### src/rtl/swdmc_pkg.sv
// Package for the safety watchdog mode configuration block.
// Assumes an APB slave with 32-bit data, one aligned word per register.
package swdmc_pkg;
  // Register byte offsets
  localparam logic [7:0] OFF_RESTART = 8'h00;
  localparam logic [7:0] OFF_MODE = 8'h04;
  localparam logic [7:0] OFF_STATUS = 8'h08;
  localparam logic [7:0] OFF_MASK = 8'h0C;
  localparam logic [7:0] OFF_VALUE = 8'h10;
  // Mode register layout
  localparam logic [31:0] MODE_RESET = 32'h3FFFAFFF;
  localparam int POS_IDLE_HALT = 29;
  localparam int POS_DEBUG_HALT = 28;
  localparam int POS_KEY_LSB = 16;
  localparam int KEY_WIDTH = 12;
  localparam logic [11:0] KEY_VALUE = 12'hFFF;
  localparam int POS_OFF = 15;
  localparam int POS_RST_EN = 13;
  localparam int POS_FAULT_IEN = 12;
  localparam int RELOAD_WIDTH = 12;
  // Writable mode bits; bit 14 and 31:30 read as zero
  localparam logic [31:0] MODE_MASK = 32'h3FFFBFFF;
  // Restart register: bit 0 restarts, key in 31:24
  localparam int POS_RESTART = 0;
  localparam logic [7:0] RESTART_KEY = 8'hA5;
  // Status bits
  localparam int POS_ST_FAULT = 0;
  localparam int POS_ST_LOCKREJ = 1;
  localparam logic [1:0] STATUS_RESET = 2'h0;
  localparam logic [1:0] MASK_RESET = 2'h0;
  // Slow clock: nominal 32768 Hz; divider from 200 MHz core clock
  localparam int CLOCK_HZ = 200000000;
  localparam int SLOW_HZ = 32768;
  localparam int SLOW_DIV = CLOCK_HZ / SLOW_HZ;
endpackage : swdmc_pkg

### src/rtl/swdmc_top.sv
// Safety watchdog: write-once mode register, down counter, fault outputs.
// Assumes an APB master on CLOCK_I; idle/debug inputs come from other domains.
`timescale 1ns/10ps
module swdmc_top #(
  parameter int SLOW_DIV = swdmc_pkg::SLOW_DIV
) (
  // Clock, reset, enable
  input wire logic CLOCK_I,
  input wire logic RST_B_I,
  input wire logic CLK_EN_I,
  // APB slave
  input wire logic PSEL_I,
  input wire logic PENABLE_I,
  input wire logic PWRITE_I,
  input wire logic [7:0] PADDR_I,
  input wire logic [31:0] PWDATA_I,
  output logic [31:0] PRDATA_O,
  output logic PREADY_O,
  output logic PSLVERR_O,
  // System state, asynchronous
  input wire logic SYS_IDLE_I,
  input wire logic CPU_DEBUG_I,
  // Watchdog outputs
  output logic FAULT_RESET_O,
  output logic IRQ_O
);

  localparam int DW = $clog2(SLOW_DIV + 1);

  typedef struct packed {
    logic [31:0] mode;
    logic locked;
    logic [11:0] count;
    logic [DW-1:0] div;
    logic [1:0] status;
    logic [1:0] mask;
    logic fault_reset;
    logic [31:0] rdata;
    logic idle_s1;
    logic idle_s2;
    logic dbg_s1;
    logic dbg_s2;
  } swdmc_state_t;

  localparam swdmc_state_t ST_RESET = '{
    mode: swdmc_pkg::MODE_RESET,
    locked: 1'b0,
    count: 12'hFFF,
    div: '0,
    status: swdmc_pkg::STATUS_RESET,
    mask: swdmc_pkg::MASK_RESET,
    fault_reset: 1'b0,
    rdata: 32'h00000000,
    idle_s1: 1'b0,
    idle_s2: 1'b0,
    dbg_s1: 1'b0,
    dbg_s2: 1'b0
  };

  swdmc_state_t st;
  swdmc_state_t next_st;

  logic wr_access;
  logic rd_access;
  logic restart;
  logic halted;
  logic slow_tick;
  logic [1:0] set_ev;

  // Zero-wait APB: every access completes in its first access cycle
  assign PREADY_O = 1'b1;
  assign PSLVERR_O = 1'b0;
  assign PRDATA_O = st.rdata;
  assign FAULT_RESET_O = st.fault_reset;
  assign IRQ_O = |(st.status & st.mask);

  assign wr_access = PSEL_I && PENABLE_I && PWRITE_I;
  assign rd_access = PSEL_I && !PENABLE_I && !PWRITE_I;
  assign restart = wr_access && (PADDR_I == swdmc_pkg::OFF_RESTART)
    && PWDATA_I[swdmc_pkg::POS_RESTART] && (PWDATA_I[31:24] == swdmc_pkg::RESTART_KEY);
  assign halted = (st.mode[swdmc_pkg::POS_IDLE_HALT] && st.idle_s2)
    || (st.mode[swdmc_pkg::POS_DEBUG_HALT] && st.dbg_s2);
  assign slow_tick = (st.div == DW'(SLOW_DIV - 1));

  always_comb begin
    next_st = st;
    set_ev = 2'b00;
    next_st.idle_s1 = SYS_IDLE_I;
    next_st.idle_s2 = st.idle_s1;
    next_st.dbg_s1 = CPU_DEBUG_I;
    next_st.dbg_s2 = st.dbg_s1;
    next_st.div = slow_tick ? '0 : DW'(st.div + 1'b1);

    if (wr_access && PADDR_I == swdmc_pkg::OFF_MODE) begin
      if (st.locked) begin
        set_ev[swdmc_pkg::POS_ST_LOCKREJ] = 1'b1;
      end else begin
        next_st.mode = PWDATA_I & swdmc_pkg::MODE_MASK;
        next_st.locked = 1'b1;
        next_st.count = PWDATA_I[swdmc_pkg::RELOAD_WIDTH-1:0];
      end
    end

    if (restart) begin
      next_st.count = st.mode[swdmc_pkg::RELOAD_WIDTH-1:0];
      next_st.fault_reset = 1'b0;
    end else if (slow_tick && !halted && !st.mode[swdmc_pkg::POS_OFF]) begin
      if (st.count == 12'h000) begin
        if (st.mode[swdmc_pkg::POS_FAULT_IEN]) begin
          set_ev[swdmc_pkg::POS_ST_FAULT] = 1'b1;
        end
        if (st.mode[swdmc_pkg::POS_RST_EN]) begin
          next_st.fault_reset = 1'b1;
        end
        next_st.count = st.mode[swdmc_pkg::RELOAD_WIDTH-1:0];
      end else begin
        next_st.count = st.count - 12'h001;
      end
    end

    // Write-one-to-clear, new events win
    if (wr_access && PADDR_I == swdmc_pkg::OFF_STATUS) begin
      next_st.status = st.status & ~PWDATA_I[1:0];
    end
    next_st.status = next_st.status | set_ev;
    if (wr_access && PADDR_I == swdmc_pkg::OFF_MASK) begin
      next_st.mask = PWDATA_I[1:0];
    end

    if (rd_access) begin
      unique case (PADDR_I)
        swdmc_pkg::OFF_MODE: next_st.rdata = st.mode;
        swdmc_pkg::OFF_STATUS: next_st.rdata = {30'h0, st.status};
        swdmc_pkg::OFF_MASK: next_st.rdata = {30'h0, st.mask};
        swdmc_pkg::OFF_VALUE: next_st.rdata = {20'h0, st.count};
        default: next_st.rdata = 32'h00000000;
      endcase
    end
  end

  always_ff @(posedge CLOCK_I or negedge RST_B_I) begin
    if (!RST_B_I) begin
      st <= ST_RESET;
    end else if (CLK_EN_I) begin
      st <= next_st;
    end
  end

endmodule : swdmc_top

### config.mk
export PLATFORM = sky130hd
export DESIGN_NAME = swdmc_top
export DESIGN_NICKNAME = d
export VERILOG_FILES = /design/src/rtl/swdmc_pkg.sv /design/src/rtl/swdmc_top.sv
export SDC_FILE = /design/constraint.sdc
export NUM_CORES = 1
export LEC_CHECK = 0
export ABC_AREA = 1
export BUFFER_PORTS_ARGS = -buffer_cell sky130_fd_sc_hd__buf_2
export CAP_MARGIN = 10
export CORE_MARGIN = 5
export CORE_UTILIZATION = 55
export CTS_CLUSTER_DIAMETER = 30
export DETAILED_ROUTE_END_ITERATION = 8
export PLACE_DENSITY = 0.88
export SYNTH_ARGS = -nofsm -noshare
export SYNTH_HDL_FRONTEND = slang
export SYNTH_SLANG_ARGS = --single-unit
### constraint.sdc
create_clock -name CLOCK_I -period 1.8 [get_ports CLOCK_I]
set_input_delay 0.36 -clock CLOCK_I [delete_from_list [all_inputs] [get_ports CLOCK_I]]
set_output_delay 0.36 -clock CLOCK_I [all_outputs]
set_load 0.02 [all_outputs]
Yosys cells after proc, flatten, opt, wreduce, memory -nomap -nowiden. Index checks and enable logic that the tools add are counted.

$add $sub $neg: 2. Equality and inequality tests: 7. Multiplexer cells: 18. Bitwise gates (word level): 5. Reduce and logical (&&, ||, !) cells: 32.

Operators by type and width (number): $pmux 30 s4 (1); $mux 12 (5); $eq 8x4->1 const B (2); $logic_and 1x1->1 (14); $add 13x1->13 const B (1); $eq 13x13->1 const B (1); $mux 13 (1); $logic_not 12->1 (1); $sub 12x1->12 const B (1); $mux 1 (10); $eq 8x3->1 const B (1); $eq 8x5->1 const B (1); $eq 8x8->1 const B (1); $logic_not 8->1 (1); $reduce_and 2->1 (3); $reduce_and 3->1 (2); $reduce_bool 2->1 (3); $and 2x2->2 (2); $logic_not 1->1 (4); $reduce_and 4->1 (1); $ne 3x1->1 const B (1); $reduce_bool 3->1 (1); $mux 2 (1); $not 2->2 (1); other kinds (4) (4).

Register bits: 96. Input bits: 48. Output and inout bits: 36. Logic and storage cells: 76.

Depth between registers and ports, before layout. Gate-level depths: netlist (run 1).

Depth in word-level cells: 8. Gate-level depth with buffers: 12. Mapped depth without buffers: 12.

Worst setup path after synthesis (run 1). Ideal clock, no wire load.

Path kind: register to register. From: register st[41] in the netlist's numbering. To: register st[58] in the netlist's numbering. Setup time: 0.076 ns. Arrival time: 1.519 ns. Required time: 1.724 ns. Path slack: 0.205 ns. Cell stages (with the launch flop): 13. Path buffers: 1. Clock period less this slack: 1.595 ns. Path through: dfrtp_1 inv_1 ha_1 nand2_1 nor2_1 nand4_2 nand2_2 nand2_1 nand2_1 buf_4 nand2_1 nor2_1 nor2_1.

Word-level cells in the longest chain between the ends: 5. Elaborated cells between the ends (all ways): 8. Those cells by class: eq/ne (2); mux (2); reduce/logical (4).

Ends and longest elaborated chain: start: declaration (line swdmc_top.sv:60) `swdmc_state_t st;`; start signal: assignment (line swdmc_top.sv:145) `st <= next_st;`; $eq 13x13->1 (*) (line swdmc_top.sv:83) `assign slow_tick = (st.div == DW'(SLOW_DIV - 1));`; $logic_and 1x1->1 (*) (2 in a row) (line swdmc_top.sv:107) `end else if (slow_tick && !halted && !st.mode[swdmc_pkg::POS_OFF]) begin`; $ne 3x1->1 (no line) (tied with other cells); $reduce_and 3->1 (no line) or $mux 12 (tied branches).

Every way passes the cells marked *; elsewhere a longest branch is shown, timed or not. A chain may end at the register's enable or synchronous reset.

Worst setup path after layout (run 1).
From: register st[41] in the netlist's numbering. To: register st[65] in the netlist's numbering.

Same word-level chain as after synthesis.

==> metrics.txt, run 1 <==
port bufs 77; RSZ-0062 raised after global routing yes; Critical Path RT 2120 ps; Reg-to-Reg End st[65]; final hold vios 5; setup ws final 93.8 ps; CP Capture Type register; crit path cell chain inv_1 -> ha_1 -> nand2_1 -> nor2_4 -> nand4_4 -> nand2_2 -> nand2_1 -> nand2_2 -> buf_6 -> nand3_1 -> nand2_1 -> inv_1; vias in the first global route 4458; post-synthesis sequential area ratio 0.447; fin crit period 1710 ps; most common cell in the netlist nand2_1; Startpoint Class register; Gate Count Post-Synth 674; GRT Util Overall 0.236; min-delay worst type in -> async; fmax 0.586 GHz; Netlist cell types 41; Setup Total Neg Slack 0 ps; CP Class reg -> reg; DP HPWL 9800 um; Yosys Warn Count 0; final setup violation count 0; Ports 84; Critical Path Source st[41]; CTS Root Cell clkbuf_8; DIE AREA 11700 um^2; insertion delay to the later sink of the worst-skew pair 380 ps; Fin Clk Skew 9.46 ps; Cells after DPL 867; top cell type by total area after synthesis dfrtp_1; Seq cells post-synth 93; worst slack at placement 31.4 ps; total of max-cap violations 0; via count 4678; Syn Area/Cell 7.90 um^2; H-tree depth 3; outcome finished with violations; Crit path top cell by count nand2_1; CTS sink count 93; drt pass-1 iters 5; flop-to-flop setup slack 90 ps; Final Cycle Share 0.948; largest net degree at the start of global routing 94; area grow syn2layout 14.5%; CTS tree done; Final Power 4200 uW; area fraction of the dominant cell type after synthesis 0.249; VDD IR-drop max 0.371 mV; ys flop type dfrtp_1; worst-margin pin slew 509 ps; worst relative slew slack 0.658; RD Place Congestion 0.928; final net count 802; Clock Path Buffers 2; cts bufs inserted 9; worst-path fanout max 6; violated checks hold timing; CP max stage delay 400 ps; core footprint 9590 um^2; DR iter-0 viols 321; Post-synth top cells nand2_1, nor2_1, inv_1, nand3_1, dfrtp_1; RR Startpoint st[41]; post-synth design cell area 5320 um^2; power per cell area 689 nW/um^2; DRC Markers 0; share of post-route cells with drive strength above 1 0.297; first-pass GRT wire length 21700 um; antenna-violating nets left 0; Worst path slowest cell dfrtp_1; number of synthesized flops with an enable pin 0; CTS clk-pin slew, worst paths 100 ps; Max Transition Viols Final 0; post-DR vias/cell 5.27; Worst Path Arrival 2020 ps; total grt overflow 0; cell count of the worst reg-to-reg path 12; final hold slack -12.9 ps; initial antenna violation count 0; Post-Layout Cell Count 888; DIE WIDTH 108 um; die height 108 um; final wirelength 13400 um; Layout Utilization 0.635; Ant. Diodes 0; ranking of synthesized cells by area dfrtp_1, dfstp_2, nand2_1; Static Leak 0.00336 uW; Avg WL per Cell 15.1 um; FP Rows 36; FFs w/ async S/R, synth 1.00; Starting Density 0.555; Fill cells 804
## how the worst max path moves through the flow
stage                     cells after the start  slack, ps  endpoint
final                                        12         90    st[65]
after global routing                         10        -30    st[43]
after CTS                                    12         50    st[55]
after detailed placement                     10         30    st[62]
after global placement                       10         60    st[56]
after floorplan                              12        210    st[58]
## logic make-up (layout without fill, tap and decap cells)
| logic type | Yosys count | after routing | synth area share |
|---|---|---|---|
| simple gates | 366 | 366 | 0.302 |
| buf+inv | 129 | 207 | 0.122 |
| flops | 93 | 93 | 0.447 |
| compound gates | 56 | 56 | 0.0574 |
| mux | 18 | 18 | 0.0508 |
| xor+xnor | 6 | 6 | 0.00987 |
| fa+ha+maj | 4 | 4 | 0.00940 |
| other cells | 2 | 5 | 0.00141 |
## through the flow
| step | area, um^2 | hold WS (ps) |
|---|---|---|
| detailed placement | 5790 | 446 |
| CTS | 5980 | 44.6 |
| floorplan | 5330 | 64.4 |
| global placement | 5790 | 439 |
| finish | 6090 | -12.9 |
| global route | 6090 | 64.8 |
## power breakdown
part           internal (uW)  switching, uW  leakage, uW
sequential              2190           81.7      0.00111
combinational            195            345      0.00215
clock                    591            789    0.0000967
total                   2980           1220      0.00336
## registers in the layout, summed over array words and instances (netlist names)
name / flops
next_st: 2
st: 61
PRDATA_O: 29
FAULT_RESET_O: 1
## repair_timing
action                     in CTS  in global routing
hold buffers                    0                  0
resized for setup               0                 23
setup endpoints to repair       0                 14
buffers inserted                0                  3
## critical path, delay by kind of cell, from the launching register on
| kind | cells | cell delay, ps |
|---|---|---|
| simple gates | 8 | 800 |
| fa+ha+maj | 1 | 160 |
| flops | 1 | 400 |
| buf+inv | 3 | 270 |
## cell usage in the layout (no fill, tap or decap), types with 2 or more instances in the layout
cell        n
xor2_1      5
nor2_4      3
clkbuf_8   11
inv_1      71
o22ai_1     5
buf_4      31
nand3_2     5
nor3_1      4
nor2_2      6
nor2_1     71
buf_2      77
a21oi_1    17
ha_1        2
nand4_1     5
nand3_4     2
nand2_2     7
buf_6       4
nand2_1   192
o21ai_0    25
mux2_4     18
inv_2       5
conb_1      5
o31ai_1     5
dfrtp_1    53
o21ai_1     2
nand3_1    61
dfstp_2    40
inv_6       3
buf_12      2
## routing by layer
layer / vias up / wire length [um] / GRT usage
met1: 2198 / 5860 / 0.324
met4: 0 / 358 / 0.0920
met5: - / 0 / 0
li1: 2244 / - / -
met3: 29 / 966 / 0.0304
met2: 207 / 6230 / 0.381
## layout make-up
type / count / area [um^2] / area share
flip-flops and latches: 93 / 2380 / 0.390
well taps: 133 / 166 / 0.0273
clock buffers: 11 / 151 / 0.0248
multi-input cells: 455 / 2370 / 0.389
repair buffers: 114 / 703 / 0.115
clock inverters: 5 / 38.8 / 0.00637
inverters: 77 / 289 / 0.0474
(Power assumes the default switching activity.)
==> inputs of run 2 (changes only) <==
--- a/config.mk
+++ b/config.mk
@@ -9,10 +9,10 @@
 export BUFFER_PORTS_ARGS = -buffer_cell sky130_fd_sc_hd__buf_2
 export CAP_MARGIN = 10
 export CORE_MARGIN = 5
-export CORE_UTILIZATION = 55
+export CORE_UTILIZATION = 52
 export CTS_CLUSTER_DIAMETER = 30
 export DETAILED_ROUTE_END_ITERATION = 8
-export PLACE_DENSITY = 0.88
+export PLACE_DENSITY = 0.87
 export SYNTH_ARGS = -nofsm -noshare
 export SYNTH_HDL_FRONTEND = slang
 export SYNTH_SLANG_ARGS = --single-unit
==> constraint.sdc (replaced) <==
create_clock -name CLOCK_I -period 1.4 [get_ports CLOCK_I]
set_input_delay 0.28 -clock CLOCK_I [delete_from_list [all_inputs] [get_ports CLOCK_I]]
set_output_delay 0.28 -clock CLOCK_I [all_outputs]
set_load 0.02 [all_outputs]
==> run 2 against run 1 <==
The run ends with setup timing left. Combinational power grew 140%. Clock power grew 34%. Sequential cell count is the same. Wire length grew 20%. Critical path depth is the same. Core utilization grew 4.9 points. Worst hold slack gained 110 ps. Non-clock buffer count grew 71. Total power grew 44%. Die area grew 5.2%. Via count grew 11%. Largest power group unchanged. Highest routed layer unchanged.
==> metrics.txt, run 2 (synthesis gave the netlist of run 1 again) <==
outcome finished with violations; violated checks setup timing; Ports 84; hold_sp SYS_IDLE_I; largest net degree at the start of global routing 47; setup ws final -333 ps; final net count 873; CP Class reg -> reg; Avg WL per Cell 16.8 um; final instance area 6930 um^2; CP Buf/Inv Count 2; flop-to-flop setup slack -330 ps; CP max stage delay 390 ps; final setup violation count 28; Worst path slowest cell dfrtp_1; fin crit period 1730 ps; drt pass-1 iters 7; cell count of the worst reg-to-reg path 12; Worst Path Arrival 2060 ps; Ant. Diodes 0; commonest non-fill, non-tap cell in the layout nand2_1; placed cell areas 6350 um^2; RD Place Congestion 0.965; first-pass GRT wire length 24600 um; worst-path fanout max 3; DIE AREA 12400 um^2; initial antenna violation count 0; fmax 0.577 GHz; total of max-cap violations 0; Crit path max-delay family simple AND/OR/NAND/NOR gates; CTS sink count 93; vias in the first global route 4928; worst slack at placement -293 ps; DP HPWL 10600 um; total grt overflow 0; DIE WIDTH 111 um; Reg-to-Reg End st[53]; port bufs 77; min-delay worst type in -> reg; GRT Util Overall 0.248; FP Rows 37; VDD IR-drop max 0.472 mV; commonest non-fill, non-tap cells in the layout nand2_1, buf_4, buf_2, inv_1, nor2_1; CTS tree done; hold path endpoint next_st[2]; crit path cell chain buf_6 -> ha_4 -> nand2_4 -> nor3_4 -> nand2_2 -> nor2_4 -> nand2_4 -> inv_4 -> nand3_2 -> nand2_1 -> nand2_1 -> nor2_2; hold-critical path depth 3; DR iter-0 viols 671; Critical Path RT 1720 ps; via count 5200; final hold vios 0; H-tree depth 3; insertion delay to the later sink of the worst-skew pair 380 ps; final wirelength 16100 um; RR Startpoint st[41]; power per cell area 870 nW/um^2; core footprint 10100 um^2; post-DR vias/cell 5.41; RSZ-0062 raised after global routing yes; worst-margin pin slew 534 ps; CTS Root Cell clkbuf_8; CP Capture Type register; die height 111 um; CTS clk-pin slew, worst paths 90 ps; Final Cycle Share 1.24; share of post-route cells with drive strength above 1 0.403; antenna-violating nets left 0; Clock Path Buffers 2; cts bufs inserted 9; area grow syn2layout 30.3%; DRC Markers 0; Static Leak 0.00379 uW; Max Transition Viols Final 0; most flop-heavy register st; Startpoint Class register; max reg flops 61; Fin Clk Skew 9.73 ps; Starting Density 0.525; worst relative slew slack 0.641
## run 2: worst max-delay path by stage
stage          startpoint     end  slack, ps  cells after the start
4_1_cts            st[41]  st[53]       -340                     12
6_report           st[41]  st[53]       -330                     12
2_1_floorplan      st[41]  st[58]        -80                     12
3_3_place_gp   PADDR_I[7]  st[65]       -170                     13
5_1_grt            st[41]  st[53]       -410                     12
3_5_place_dp       st[41]  st[53]       -290                     12
## run 2: layout make-up
cell class                 count  area, um^2
fill                         744        3210
multi-input combinational    455        2570
sequential                    93        2380
timing repair buffer         185        1320
inverter                      77         294
tap                          136         170
clock buffer                   9         124
clock inverter                 7        75.1
## run 2: timing repair
item,4_1_cts,5_1_grt
pin swaps,15,22
hold buffers,1,0
hold endpoints to repair,8,0
gates cloned,0,0
setup endpoints to repair,28,28
resized for setup,31,45
setup buffers,10,6
## run 2: stage by stage
stage                     hold slack [ps]  std cells  utilization  TNS (ps)  power [uW]
final                                94.1        962        0.684     -6480        6030
after global routing                 96.1        962        0.684     -8570        6260
after CTS                             101        956        0.666     -5360        5840
after detailed placement              173        931        0.626    -10410        3850
after global placement                172        931        0.626     -6620        3800
after floorplan                     -15.6        677            -      -583        3360
## run 2: worst min-delay path: stages
cell	delay (ps)
buf_2	70
nand2_1	40
nand2_1	50
## run 2: per-layer routing
metal | global-route usage | part of all wire
met2 | 0.400 | 0.47
met4 | 0.134 | 0.057
met3 | 0.0546 | 0.085
met1 | 0.309 | 0.38
met5 | 0 | 0
## run 2: power breakdown
part,internal (uW),switching [uW]
sequential,2820,86.6
combinational,560,718
clock,834,1010
total,4210,1820
==> inputs of run 3 (changes only) <==
==> constraint.sdc (replaced) <==
create_clock -name CLOCK_I -period 1.4 [get_ports CLOCK_I]
set_input_delay 0.14 -clock CLOCK_I [delete_from_list [all_inputs] [get_ports CLOCK_I]]
set_output_delay 0.14 -clock CLOCK_I [all_outputs]
set_load 0.02 [all_outputs]
==> run 3 against run 2 <==
The run still ends with setup timing left. Combinational power shrank 16%. Register-to-register slack worse by 30 ps. Via count shrank 0.63%. Non-clock buffer count rose by 8. Critical path depth down 1. First-iteration DRC count fell by 19%. Worst setup slack got worse by 29 ps. Design area is essentially flat. Sequential cell count unchanged. Largest cell class unchanged.
==> metrics.txt, run 3 (synthesis gave the netlist of run 1 again) <==
DR iter-0 viols 542; final wirelength 15600 um; CTS Root Cell clkbuf_8; Static Leak 0.00377 uW; first-pass GRT wire length 24000 um; violated checks setup timing; max reg flops 61; fmax 0.567 GHz; CTS tree done; DIE WIDTH 111 um; initial antenna violation count 0; hold-critical path depth 2; share of post-route cells with drive strength above 1 0.372; Worst Path Arrival 2080 ps; outcome finished with violations; Post-Layout Cell Count 970; GRT Util Overall 0.239; Seq pwr share 0.479; core footprint 10100 um^2; setup ws final -363 ps; post-DR vias/cell 5.33; die height 111 um; power per cell area 881 nW/um^2; Net Sw Power 1780 uW; Clock Path Buffers 2; worst-path fanout max 8; Final Power 6120 uW; most flop-heavy register st; fin crit period 1760 ps; CTS sink count 93; DP HPWL 10200 um; placed cell areas 6250 um^2; Clk network pwr share 0.344; DIE AREA 12400 um^2; Net Sw Frac 0.291; final setup violation count 27; RD Place Congestion 0.941; Starting Density 0.525; final instance area 6940 um^2; DRC Markers 0; area grow syn2layout 30.4%; via count 5167; final hold vios 0; Cells after DPL 924; Critical Path RT 1720 ps; internal power 4340 uW; commonest non-fill, non-tap cells in the layout nand2_1, buf_4, buf_2, inv_1, nor2_1; drt pass-1 iters 7; worst slack at placement -207 ps; Setup Total Neg Slack -6650 ps; insertion delay to the later sink of the worst-skew pair 390 ps; antenna-violating nets left 0; Ports 84; Startpoint Class register; total of max-cap violations 0; H-tree depth 3; Final Cycle Share 1.26; cts bufs inserted 9; RSZ-0062 raised after global routing yes; Max Transition Viols Final 0; Ant. Diodes 0; CP Capture Type register; CP Class reg -> reg; CTS clk-pin slew, worst paths 100 ps; VDD IR-drop max 0.556 mV; vias in the first global route 4899; min-delay worst type in -> reg; cell count of the worst reg-to-reg path 11; total grt overflow 0; Comb pwr share 0.177; largest net degree at the start of global routing 42; port bufs 77; final net count 881; Avg WL per Cell 16.1 um; FP Rows 37; Fin Clk Skew 12.1 ps; commonest non-fill, non-tap cell in the layout nand2_1
[run 3: cell count changes in the layout (fill, tap and decap cells not counted), sizes merged]
cell / before / now
dlygate4sd3: 1 / 18
clkinvlp: 2 / 3
bufinv: 1 / 2
clkinv: 4 / 1
buf: 184 / 175
inv: 77 / 78
[run 3: layer usage]
metal	part of all wire	track usage
met5	0	0
met4	0.053	0.117
met3	0.072	0.0415
met1	0.40	0.306
met2	0.48	0.390
[run 3: power by group through the flow]
stage | Combinational, uW | Sequential (uW) | Clock [uW]
floorplan | 417 | 2940 | 0
global route | 1190 | 2940 | 2250
detailed placement | 851 | 2940 | 0
CTS | 985 | 2920 | 2110
global placement | 830 | 2940 | 0
finish | 1080 | 2930 | 2100
[run 3: stage by stage]
step	hold WS, ps	util
floorplan	-156	-
global placement	77.3	0.617
detailed placement	83.4	0.617
CTS	2.33	0.671
global route	4.96	0.684
finish	7.84	0.684
[run 3: worst max-delay path: stages, from the launching register on]
cell,delay [ps]
dfrtp_1,430
inv_2,100
ha_4,150
nand2_4,50
nor2_4,140
nand4_4,130
nand2_2,120
nand2_2,70
nand2_4,90
clkinvlp_4,190
nand2_1,150
nand2_1,60
[run 3: repair_timing]
item / CTS / global route
resized for setup: 25 / 26
endpoints found under the hold margin: 52 / 1
gates cloned: 0 / 0
hold buffers: 17 / 1
setup endpoints to repair: 27 / 31
setup buffers: 7 / 5
pin swaps: 15 / 13
[run 3: worst paths after layout]
path | start | endpoint | slack, ps
setup / recovery | st[41] | st[57] | -360
hold / removal | PWDATA_I[7] | st[74] | 8
setup reg to reg | st[41] | st[57] | -360
hold reg to reg | st[92] | st[92] | 480
max in group asynchronous | RST_B_I | st[92] | 590
min in group asynchronous | RST_B_I | FAULT_RESET_O | 220
[run 3: layout make-up]
class | instances | area [um^2]
fill | 729 | 3200
clock buffer | 9 | 124
clock inverter | 7 | 104
timing repair buffer | 193 | 1370
sequential | 93 | 2380
multi-input combinational | 455 | 2500
inverter | 77 | 293
tap | 136 | 170
